### src/rtl/cdq_map.vh
// constants for the dictionary checker and event queue
`ifndef CDQ_MAP_VH
`define CDQ_MAP_VH
// ***********************************
// key and response codes
// ***********************************
`define CDQ_KEY_MAX 5'd16
`define CDQ_ERR_NONE 5'd0
`define CDQ_ERR_PARAM 5'd4
`define CDQ_ERR_KEYLEN 5'd9
`define CDQ_ERR_KEYNAME 5'd10
`define CDQ_ERR_UNKNOWN 5'd11
`define CDQ_ERR_RDONLY 5'd12
`define CDQ_ERR_WRONLY 5'd13
`define CDQ_ERR_SIG 5'd23
// ***********************************
// key access kinds
// ***********************************
`define CDQ_ACC_RW 2'd0
`define CDQ_ACC_RO 2'd1
`define CDQ_ACC_WO 2'd2
// ***********************************
// event identifier ranges and queue depth
// ***********************************
`define CDQ_EV_CORE_LO 16'd1
`define CDQ_EV_CORE_HI 16'd10
`define CDQ_EV_SHD_LO 16'd20
`define CDQ_EV_SHD_HI 16'd27
`define CDQ_EV_BLE_LO 16'd40
`define CDQ_EV_BLE_HI 16'd47
`define CDQ_EV_CUSTOM 16'd1000
`define CDQ_EV_DEPTH 8
`define CDQ_EV_AW 3
`endif

### src/rtl/cdq_core.v
// dictionary key checker and event queue
`timescale 1ns/10ps
`include "cdq_map.vh"
module cdq_core (
  input wire ref_clk_i,
  input wire rst_n_i,
  // key request
  input wire req_valid_i,
  input wire req_write_i,
  input wire [127:0] key_i,
  input wire [4:0] key_len_i,
  input wire [7:0] val_len_i,
  input wire [7:0] val_i,
  input wire sig_ok_i,
  // key lookup request and answer, dictionary store write and key response
  output wire lookup_req_o,
  input wire lookup_hit_i,
  input wire [1:0] lookup_acc_i,
  input wire [7:0] lookup_buf_i,
  input wire lookup_cert_i,
  input wire lookup_persist_i,
  input wire [7:0] lookup_val_i,
  output reg store_we_o,
  output reg [7:0] store_val_o,
  output reg resp_valid_o,
  output reg [4:0] resp_err_o,
  output reg resp_has_val_o,
  output reg [7:0] resp_val_o,
  // events
  input wire ev_valid_i,
  input wire [15:0] ev_id_i,
  input wire [15:0] ev_param_i,
  input wire fetch_i,
  input wire clear_i,
  output reg fetch_valid_o,
  output reg fetch_has_ev_o,
  output reg [15:0] fetch_id_o,
  output reg [15:0] fetch_param_o,
  output wire event_pending_o,
  output wire [3:0] ev_count_o,
  output wire np_reinit_o
);
  // ***********************************
  // key checks
  // ***********************************
  wire [15:0] bad_ch;
  genvar gi;
  generate
    for (gi = 0; gi < 16; gi = gi + 1) begin : g_ch
      cdq_char_chk u_chk (
        .ch_i(key_i[gi*8 +: 8]),
        .used_i(gi < key_len_i),
        .bad_o(bad_ch[gi])
      );
    end
  endgenerate
  wire len_bad;
  wire name_bad;
  assign len_bad = (key_len_i == 5'd0) || (key_len_i > `CDQ_KEY_MAX);
  assign name_bad = |bad_ch;
  assign lookup_req_o = req_valid_i && !len_bad && !name_bad;
  reg [4:0] err_d;
  always @* begin
    err_d = `CDQ_ERR_NONE;
    if (len_bad) begin
      err_d = `CDQ_ERR_KEYLEN;
    end else if (name_bad) begin
      err_d = `CDQ_ERR_KEYNAME;
    end else if (!lookup_hit_i) begin
      err_d = `CDQ_ERR_UNKNOWN;
    end else if (req_write_i && lookup_acc_i == `CDQ_ACC_RO) begin
      err_d = `CDQ_ERR_RDONLY;
    end else if (!req_write_i && lookup_acc_i == `CDQ_ACC_WO) begin
      err_d = `CDQ_ERR_WRONLY;
    end else if (req_write_i && val_len_i > lookup_buf_i) begin
      err_d = `CDQ_ERR_PARAM;
    end else if (req_write_i && lookup_cert_i && !sig_ok_i) begin
      err_d = `CDQ_ERR_SIG;
    end
  end
  always @(posedge ref_clk_i) begin
    if (!rst_n_i) begin
      resp_valid_o <= 1'b0;
      resp_err_o <= `CDQ_ERR_NONE;
      resp_has_val_o <= 1'b0;
      resp_val_o <= 8'h00;
      store_we_o <= 1'b0;
      store_val_o <= 8'h00;
    end else begin
      resp_valid_o <= req_valid_i;
      store_we_o <= 1'b0;
      resp_has_val_o <= 1'b0;
      if (req_valid_i) begin
        resp_err_o <= err_d;
        if (err_d == `CDQ_ERR_NONE && req_write_i) begin
          store_we_o <= 1'b1;
          store_val_o <= val_i;
        end
        if (err_d == `CDQ_ERR_NONE && !req_write_i) begin
          resp_has_val_o <= 1'b1;
          resp_val_o <= lookup_val_i;
        end else begin
          resp_val_o <= 8'h00;
        end
      end
    end
  end
  // non-persistent keys reload while reset or a reset command is seen
  assign np_reinit_o = !rst_n_i || clear_i;
  // ***********************************
  // event queue
  // ***********************************
  reg [15:0] q_id [0:`CDQ_EV_DEPTH-1];
  reg [15:0] q_par [0:`CDQ_EV_DEPTH-1];
  reg [`CDQ_EV_AW-1:0] rd_q;
  reg [`CDQ_EV_AW-1:0] wr_q;
  reg [3:0] cnt_q;
  wire id_ok;
  assign id_ok = (ev_id_i >= `CDQ_EV_CORE_LO && ev_id_i <= `CDQ_EV_CORE_HI)
    || (ev_id_i >= `CDQ_EV_SHD_LO && ev_id_i <= `CDQ_EV_SHD_HI)
    || (ev_id_i >= `CDQ_EV_BLE_LO && ev_id_i <= `CDQ_EV_BLE_HI)
    || (ev_id_i >= `CDQ_EV_CUSTOM);
  wire push;
  wire full;
  wire pop;
  assign push = ev_valid_i && id_ok && !clear_i;
  assign full = (cnt_q == `CDQ_EV_DEPTH);
  assign pop = fetch_i && (cnt_q != 4'd0) && !clear_i;
  assign event_pending_o = (cnt_q != 4'd0);
  assign ev_count_o = cnt_q;
  always @(posedge ref_clk_i) begin
    if (push) begin
      q_id[wr_q] <= ev_id_i;
      q_par[wr_q] <= ev_param_i;
    end
  end
  always @(posedge ref_clk_i) begin
    if (!rst_n_i) begin
      rd_q <= {`CDQ_EV_AW{1'b0}};
      wr_q <= {`CDQ_EV_AW{1'b0}};
      cnt_q <= 4'd0;
      fetch_valid_o <= 1'b0;
      fetch_has_ev_o <= 1'b0;
      fetch_id_o <= 16'h0000;
      fetch_param_o <= 16'h0000;
    end else begin
      fetch_valid_o <= fetch_i;
      fetch_has_ev_o <= pop;
      if (pop) begin
        fetch_id_o <= q_id[rd_q];
        fetch_param_o <= q_par[rd_q];
      end else begin
        fetch_id_o <= 16'h0000;
        fetch_param_o <= 16'h0000;
      end
      if (clear_i) begin
        rd_q <= {`CDQ_EV_AW{1'b0}};
        wr_q <= {`CDQ_EV_AW{1'b0}};
        cnt_q <= 4'd0;
      end else begin
        if (push) begin
          wr_q <= wr_q + 1'b1;
        end
        if ((push && full) || pop) begin
          rd_q <= rd_q + 1'b1;
        end
        if (push && !pop && !full) begin
          cnt_q <= cnt_q + 4'd1;
        end else if (pop && !push) begin
          cnt_q <= cnt_q - 4'd1;
        end
      end
    end
  end
endmodule

### src/rtl/cdq_char_chk.v
// one key character classifier
`timescale 1ns/10ps
module cdq_char_chk (
  input wire [7:0] ch_i,
  input wire used_i,
  output wire bad_o
);
  wire is_dig;
  wire is_up;
  wire is_lo;
  assign is_dig = (ch_i >= 8'h30) && (ch_i <= 8'h39);
  assign is_up = (ch_i >= 8'h41) && (ch_i <= 8'h5a);
  assign is_lo = (ch_i >= 8'h61) && (ch_i <= 8'h7a);
  assign bad_o = used_i && !(is_dig || is_up || is_lo);
endmodule

### config.mk
export PLATFORM = sky130hd
export DESIGN_NAME = cdq_core
export DESIGN_NICKNAME = d
export VERILOG_FILES = /design/src/rtl/cdq_core.v /design/src/rtl/cdq_char_chk.v
export VERILOG_INCLUDE_DIRS = /design/src /design/src/rtl
export SDC_FILE = /design/constraint.sdc
export NUM_CORES = 1
export LEC_CHECK = 0
export BUFFER_PORTS_ARGS = -buffer_cell sky130_fd_sc_hd__buf_2
export CAP_MARGIN = 40
export CELL_PAD_IN_SITES_DETAIL_PLACEMENT = 0
export CELL_PAD_IN_SITES_GLOBAL_PLACEMENT = 1
export CORE_MARGIN = 10
export CORE_UTILIZATION = 41
export CTS_CLUSTER_DIAMETER = 30
export CTS_CLUSTER_SIZE = 8
export DETAILED_ROUTE_END_ITERATION = 10
export PLACE_DENSITY = 0.77
export SLEW_MARGIN = 0
export SYNTH_ARGS = -nofsm -noshare
export SYNTH_HDL_FRONTEND = slang
export SYNTH_SLANG_ARGS = --single-unit
### constraint.sdc
create_clock -name ref_clk_i -period 5.6 [get_ports ref_clk_i]
set_clock_uncertainty 0.1 [all_clocks]
set_input_delay 0 -clock ref_clk_i [delete_from_list [all_inputs] [get_ports ref_clk_i]]
set_output_delay 0 -clock ref_clk_i [all_outputs]
set_load 0.05 [all_outputs]
# After elaboration in Yosys (flattened, before gate mapping)
# Memory sizes are Yosys's and may differ from the RTL's. A register that Yosys moved wholly into a read port is not among the register bits.
# Cells that the tools add are included.
[op_classes] addsub=4 n_lt_le_gt_ge=121 n_eq_ne=3 muxes=14 n_bitwise=1 n_reduce_logical=158
[op_table] operator="$ge A8 B7 Y1 const B" count=32
[op_table] operator="$le A8 B7 Y1 const B" count=32
[op_table] operator="$ge A8 B6 Y1 const B" count=16
[op_table] operator="$le A8 B6 Y1 const B" count=16
[op_table] operator="$logic_and A1 B1 Y1" count=84
[op_table] operator="$lt A4 B5 Y1 const A" count=8
[op_table] operator="$logic_or A1 B1 Y1" count=38
[op_table] operator="$mux W5" count=7
[op_table] operator="$logic_not A1 Y1" count=27
[op_table] operator="$lt A3 B5 Y1 const A" count=4
[op_table] operator="$ge A16 B1 Y1 const B" count=1
[op_table] operator="$ge A16 B10 Y1 const B" count=1
[op_table] operator="$ge A16 B5 Y1 const B" count=1
[op_table] operator="$ge A16 B6 Y1 const B" count=1
[op_table] operator="$le A16 B4 Y1 const B" count=1
[op_table] operator="$le A16 B5 Y1 const B" count=1
[op_table] operator="$le A16 B6 Y1 const B" count=1
[op_table] operator="$reduce_or A16 Y1" count=1
[op_table] operator="$logic_not A5 Y1" count=2
[op_table] operator="$lt A1 B5 Y1 const A" count=2
[op_table] operator="$lt A2 B5 Y1 const A" count=2
[op_table] operator="$gt A8 B8 Y1" count=1
[op_table] operator="$mux W4" count=2
[op_table] operator="$mux W8" count=1
[op_table] operator="other kinds (13)" count=19
[totals] register_bits=36 mem_bits_rw=256 in_bits=210 output_inout_bits=65 elab_cells=314 n_memories=2
[mem_list] name="q_id" words=8 width=16 read_ports=1 rd_ports_with_merged_regs=1 write_ports=1 line="cdq_core.v:113" source="reg [15:0] q_id [0:`CDQ_EV_DEPTH-1];"
[mem_list] name="q_par" words=8 width=16 read_ports=1 rd_ports_with_merged_regs=1 write_ports=1 line="cdq_core.v:114" source="reg [15:0] q_par [0:`CDQ_EV_DEPTH-1];"

# Longest topological paths before layout
[depth] ltp_word=12 ltp_mapped=12

# By module
# From an unflattened synthesis, not the netlist that was laid out.
[hier_totals] hier_cells=865 hier_area_um2=13431.6
[by_module_without_submodules] mod="cdq_core" n_inst=1 cells_each=721 area_per_inst_um2=12570.8 seq_area_each_um2=9048.7
[by_module_without_submodules] mod="cdq_char_chk" n_inst=16 cells_each=9 area_per_inst_um2=53.8 seq_area_each_um2=0.0

# Least setup slack after synthesis
# No wires, ideal clock.
[synth_path] kind="input-to-reg" start="input port ev_id_i[8]" end="memory q_id[0][0], enable pin" arrival_ns=4.687 t_required_ns=4.987 slack_ns=0.300 stages=5 path_buffers=0 cell_sequence="nor4_1 -> a21oi_1 -> o311a_1 -> a211oi_1 -> nor4b_1"
[synth_between] elab_chain_len=9 word_cells_on_any_way=17 cone_classes="order compare: 7; mux: 2; reduce/logical: 8"
[synth_rtl] item="from (decl)" line="cdq_core.v:31" source="input wire [15:0] ev_id_i,"
[synth_rtl] item="$ge A16 B1 Y1 (no line), or another cell as far along"
[synth_rtl] item="$logic_and A1 B1 Y1 (no line)"
[synth_rtl] item="$logic_or A1 B1 Y1 (2 in series)" line="cdq_core.v:119" source="assign id_ok = (ev_id_i >= `CDQ_EV_CORE_LO && ev_id_i <= `CDQ_EV_CORE_HI)"
[synth_rtl] item="$logic_or A1 B1 Y1 (*)" line="cdq_core.v:119"
[synth_rtl] item="$logic_and A1 B1 Y1 (*) (2 in series)" line="cdq_core.v:126" source="assign push = ev_valid_i && id_ok && !clear_i;"
[synth_rtl] item="$mux W1 (*)" line="cdq_core.v:132" source="if (push) begin"
[synth_rtl] item="$mux W1 (not written as such) (*)" line="cdq_core.v:133" source="q_id[wr_q] <= ev_id_i;"
[synth_rtl] item="to (decl)" line="cdq_core.v:113"
# Every way passes the cells marked *; elsewhere a longest branch is shown, timed or not.

# Worst setup path in the final report
[layout_path] start="input port ev_id_i[8]" end="register cnt_q[3] (netlist: ev_count_o[3])"
[layout_between] elab_chain_len=10 word_cells_on_any_way=21 cone_classes="order compare: 7; mux: 1; reduce/logical: 13"
[layout_rtl] item="$ge A16 B1 Y1 (no line), or another cell as far along"
[layout_rtl] item="$logic_and A1 B1 Y1 (no line)"
[layout_rtl] item="$logic_or A1 B1 Y1 (2 in series)" line="cdq_core.v:119"
[layout_rtl] item="$logic_or A1 B1 Y1 (*)" line="cdq_core.v:119"
[layout_rtl] item="$logic_and A1 B1 Y1 (*) (2 in series)" line="cdq_core.v:126"
[layout_rtl] item="$logic_and A1 B1 Y1 or $logic_not A1 Y1 (tied branches)" line="cdq_core.v:167, cdq_core.v:169"
[layout_rtl] item="$logic_and A1 B1 Y1, on equally long branches" line="cdq_core.v:167, cdq_core.v:169"
[layout_rtl] item="$mux W4 or $reduce_bool A2 Y1 (tied branches)"
[layout_rtl] item="to (signal assigned)" line="cdq_core.v:168" source="cnt_q <= cnt_q + 4'd1;"
[layout_rtl] item="to (signal assigned)" line="cdq_core.v:170" source="cnt_q <= cnt_q - 4'd1;"
[layout_rtl] item="to (decl)" line="cdq_core.v:117" source="reg [3:0] cnt_q;"
# Marks and branches as above.
# A chain may end at the register's enable or synchronous reset.

==> impl_metrics.py <==
metrics = {
    "yosys": {
        "syn_area_um2": 13300,
        "synth_edf_count": 256,
        "syn_inst": 846,
        "synth_top_area_cell": "edfxtp_1",
        "async_flop_share_pct": 0,
        "seq_area_frac_synth_pct": 68.2,
        "ys.flop_type": "edfxtp_1",
        "netlist_top_cells_area": "edfxtp_1, mux4_2, dfxtp_1, mux2i_1, nor2_1",
        "ys_warn_count": 0,
        "synthDistinctLibCells": 62,
        "syn_avg_cell_area_um2": 15.7,
        "ys_ff_latch": 324,
        "syn_nets": 1069,
        "synth_top_area_share_pct": 58.0,
    },
    "sta": {
        "rsz0062_at_grt": "false",
        "fin_hold_ws_ns": 0.121,
        "setup_viol": 0,
        "fin_ws_ns": 2.08,
        "hold_viol": 0,
        "slew_violations": 0,
        "max_clock_freq_mhz": 284,
        "tightestPinTransition_ns": 0.859,
        "tns_ns": 0,
        "relSlewSlack_pct": 42.6,
        "period_minus_slack_ns": 3.52,
        "fin_crit_sh_pct": 62.9,
    },
    "critical_path": {
        "worst_path_max_delay_cell": "nor4_1",
        "path_delay_family": "compound AO/OA/AOI/OAI gates",
        "path_max_fanout": 10,
        "critPathKind": "input port to flop",
        "crit_top_cell": "a21oi_1",
        "path_cells": "dlygate4sd3_1, buf_2, nor4_1, a21oi_1, o311a_1, a211oi_1, buf_2, nand3_1, ha_1, a21o_1, a21oi_1, nand3_1, a2111o_1, a21oi_1",
        "critPathLaunchType": "input port",
        "endpoint_kind": "flop",
        "path_buf_inv": 3,
        "worst_ep_required_time_ns": 5.98,
        "max_stage_delay_ns": 0.55,
        "worstPathArrival_ns": 3.90,
    },
    "grt": {
        "grt_pass1_vias": 9670,
        "grt.total_usage_pct": 18.0,
        "grt_overflow": 0,
        "antenna_found_initial": 1,
        "grt_pass1_wl_um": 55100,
        "grt_max_degree": 33,
    },
    "cts": {
        "htreeDepth": 2,
        "cts-root-buf": "clkbuf_16",
        "cts.path.max_buffers": 3,
        "clock-sinks": 324,
        "cts-buffers-inserted": 60,
        "clk_pin_slew_ns": 0.05,
        "cts_resized": 0,
        "clk_latency_ns": 0.58,
        "cts_tree": "built",
    },
    "floorplanning": {
        "core_um2": 31700,
        "rows": 65,
        "die_h_um": 200,
        "initial_core_util_pct": 41.8,
        "io_pins": 275,
        "dieWidth_um": 200,
        "die_area_um2": 39900,
    },
    "routing": {
        "firstDrtPassIters": 5,
        "wirelength_um": 36100,
        "num_vias": 9064,
        "route.detailed.drc": 0,
        "ant_nets": 0,
        "drt-initial-drc-count": 532,
        "routed_via_density": 5.24,
        "routedWlPerCell_um": 20.9,
    },
    "finish": {
        "utilization_pct": 57.8,
        "area_growth_pct": 38.2,
        "drive_gt1_share_pct": 35.4,
        "final-seq-area_um2": 9050,
        "multi_input_area_um2": 4040,
        "nets": 1498,
        "fillers": 2529,
    },
    "power": {
        "totalPowerFinal_uw": 6400,
        "p_leak_uw": 0.00693,
        "peakVddDrop_mv": 0.294,
        "powerDensity_nw_per_um2": 349,
    },
    "status": {
        "outcome": "completed",
    },
    "hold_path": {
        "min_path_type": "input port to flop",
    },
    "placed_design": {
        "hpwl_um": 24200,
        "pre_cts_ws_ns": 2.07,
        "finalWeightedCongestion": 0.881,
        "portBuffers": 273,
    },
    "job": {
        "cap_viol_max_count": 0,
    },
}
-- flip-flops by register name, summed over array words and instances, names as in the netlist --
name            cells
fetch_valid_o       1
store_val_o         8
store_we_o          1
resp_has_val_o      1
fetch_param_o      16
rd_q                3
resp_err_o          5
wr_q                3
fetch_has_ev_o      1
resp_valid_o        1
q_id              128
resp_val_o          8
ev_count_o          4
fetch_id_o         16
q_par             128
-- layout by cell type, fill, tap and decap left out, drive strengths merged, types with 4 or more instances in the layout --
| master | count |
|---|---|
| or3 | 5 |
| mux2i | 45 |
| a21oi | 40 |
| or4 | 12 |
| edfxtp | 256 |
| nor2b | 4 |
| clkinv | 20 |
| a21o | 7 |
| clkinvlp | 5 |
| nor4 | 10 |
| inv | 29 |
| clkbuf | 84 |
| bufinv | 4 |
| o211ai | 4 |
| nor2 | 61 |
| nand2b | 9 |
| nor3 | 12 |
| o22ai | 6 |
| ha | 12 |
| buf | 292 |
| o41ai | 4 |
| a31oi | 9 |
| dlygate4sd3 | 107 |
| mux4 | 64 |
| nand3 | 14 |
| and3 | 5 |
| nand2 | 60 |
| dfxtp | 68 |
| o21ai | 26 |
-- cell usage after synthesis (3+ instances only) --
cell type / count
a211oi_1: 3
ha_1: 12
buf_1: 9
or4_1: 12
o21ai_1: 9
a21oi_1: 40
mux4_2: 64
inv_1: 29
o41ai_1: 4
nor4_1: 9
nand2_1: 60
a21o_1: 7
o22ai_1: 6
a211o_1: 3
nor2_1: 61
dfxtp_1: 68
a31oi_1: 9
o21ai_0: 17
mux2i_1: 45
nor2b_1: 4
edfxtp_1: 256
nand2b_1: 9
o211ai_1: 4
o31ai_1: 3
and3_1: 5
and2_1: 3
clkbuf_1: 22
nand3_1: 13
or3_1: 4
nor3_1: 11
-- layout make-up --
type                       count  share of cell area (%)
sequential                   324                    49.4
multi-input combinational    460                    22.1
inverter                      30                   0.614
timing repair buffer         399                    14.5
antenna                        2                  0.0273
clock buffer                  84                    8.95
clock inverter                28                    1.76
tap                          402                    2.74
-- metal layers --
| layer | vias up | part of all wire [%] | global-route usage, % |
|---|---|---|---|
| li1 | 4220 | - | - |
| met1 | 4559 | 42 | 23.1 |
| met2 | 228 | 51 | 31.1 |
| met3 | 57 | 4.6 | 2.90 |
| met4 | 0 | 1.8 | 4.77 |
| met5 | - | 0 | 0 |
-- power by group --
group,internal (µW),switching [µW],total (µW)
clock,2220,1160,3390
combinational,175,204,379
sequential,2620,9.42,2630
-- worst reg2reg max path, delay by kind of cell (launching register included) --
kind / cells / cell delay (ns)
AOI/OAI and AO/OA: 4 / 0.97
adders and majority gates: 1 / 0.32
DFF: 1 / 0.36
and+or+nand+nor: 4 / 0.84
-- logic make-up (layout without fill, tap and decap cells) --
group           after synthesis  after routing  synth area share, %
compound gates              124            124                 6.04
xor+xnor                      4              4                0.264
fa+ha+maj                    13             13                 1.28
buf+inv                      62            541                 1.81
flops                       324            324                 68.2
mux                         111            111                 14.4
other cells                   0              2                    0
simple gates                208            208                 7.94
-- worst paths after layout --
check | from | to | slack [ns] | depth (start not counted)
worst min-delay path | ev_param_i[11] | q_par[4][11] | 0.12 | 2
worst min register to register | resp_err_o[4] | resp_err_o[4] | 0.36 | 2
worst max-delay path | ev_id_i[8] | ev_count_o[3] | 2.08 | 14
worst max register to register | ev_count_o[0] | ev_count_o[3] | 2.93 | 9
-- per-stage QoR --
stage / instances / instance area (µm²)
final: 1729 / 18300
after global routing: 1728 / 18300
after CTS: 1727 / 18300
after detailed placement: 1508 / 15300
after global placement: 1504 / 15200
after floorplan: 846 / 13300
-- timing repair --
item	CTS	global route
hold endpoints to repair	301	0
hold buffers	107	0
buffers inserted	0	0
Power figures use the tool's default switching activity.
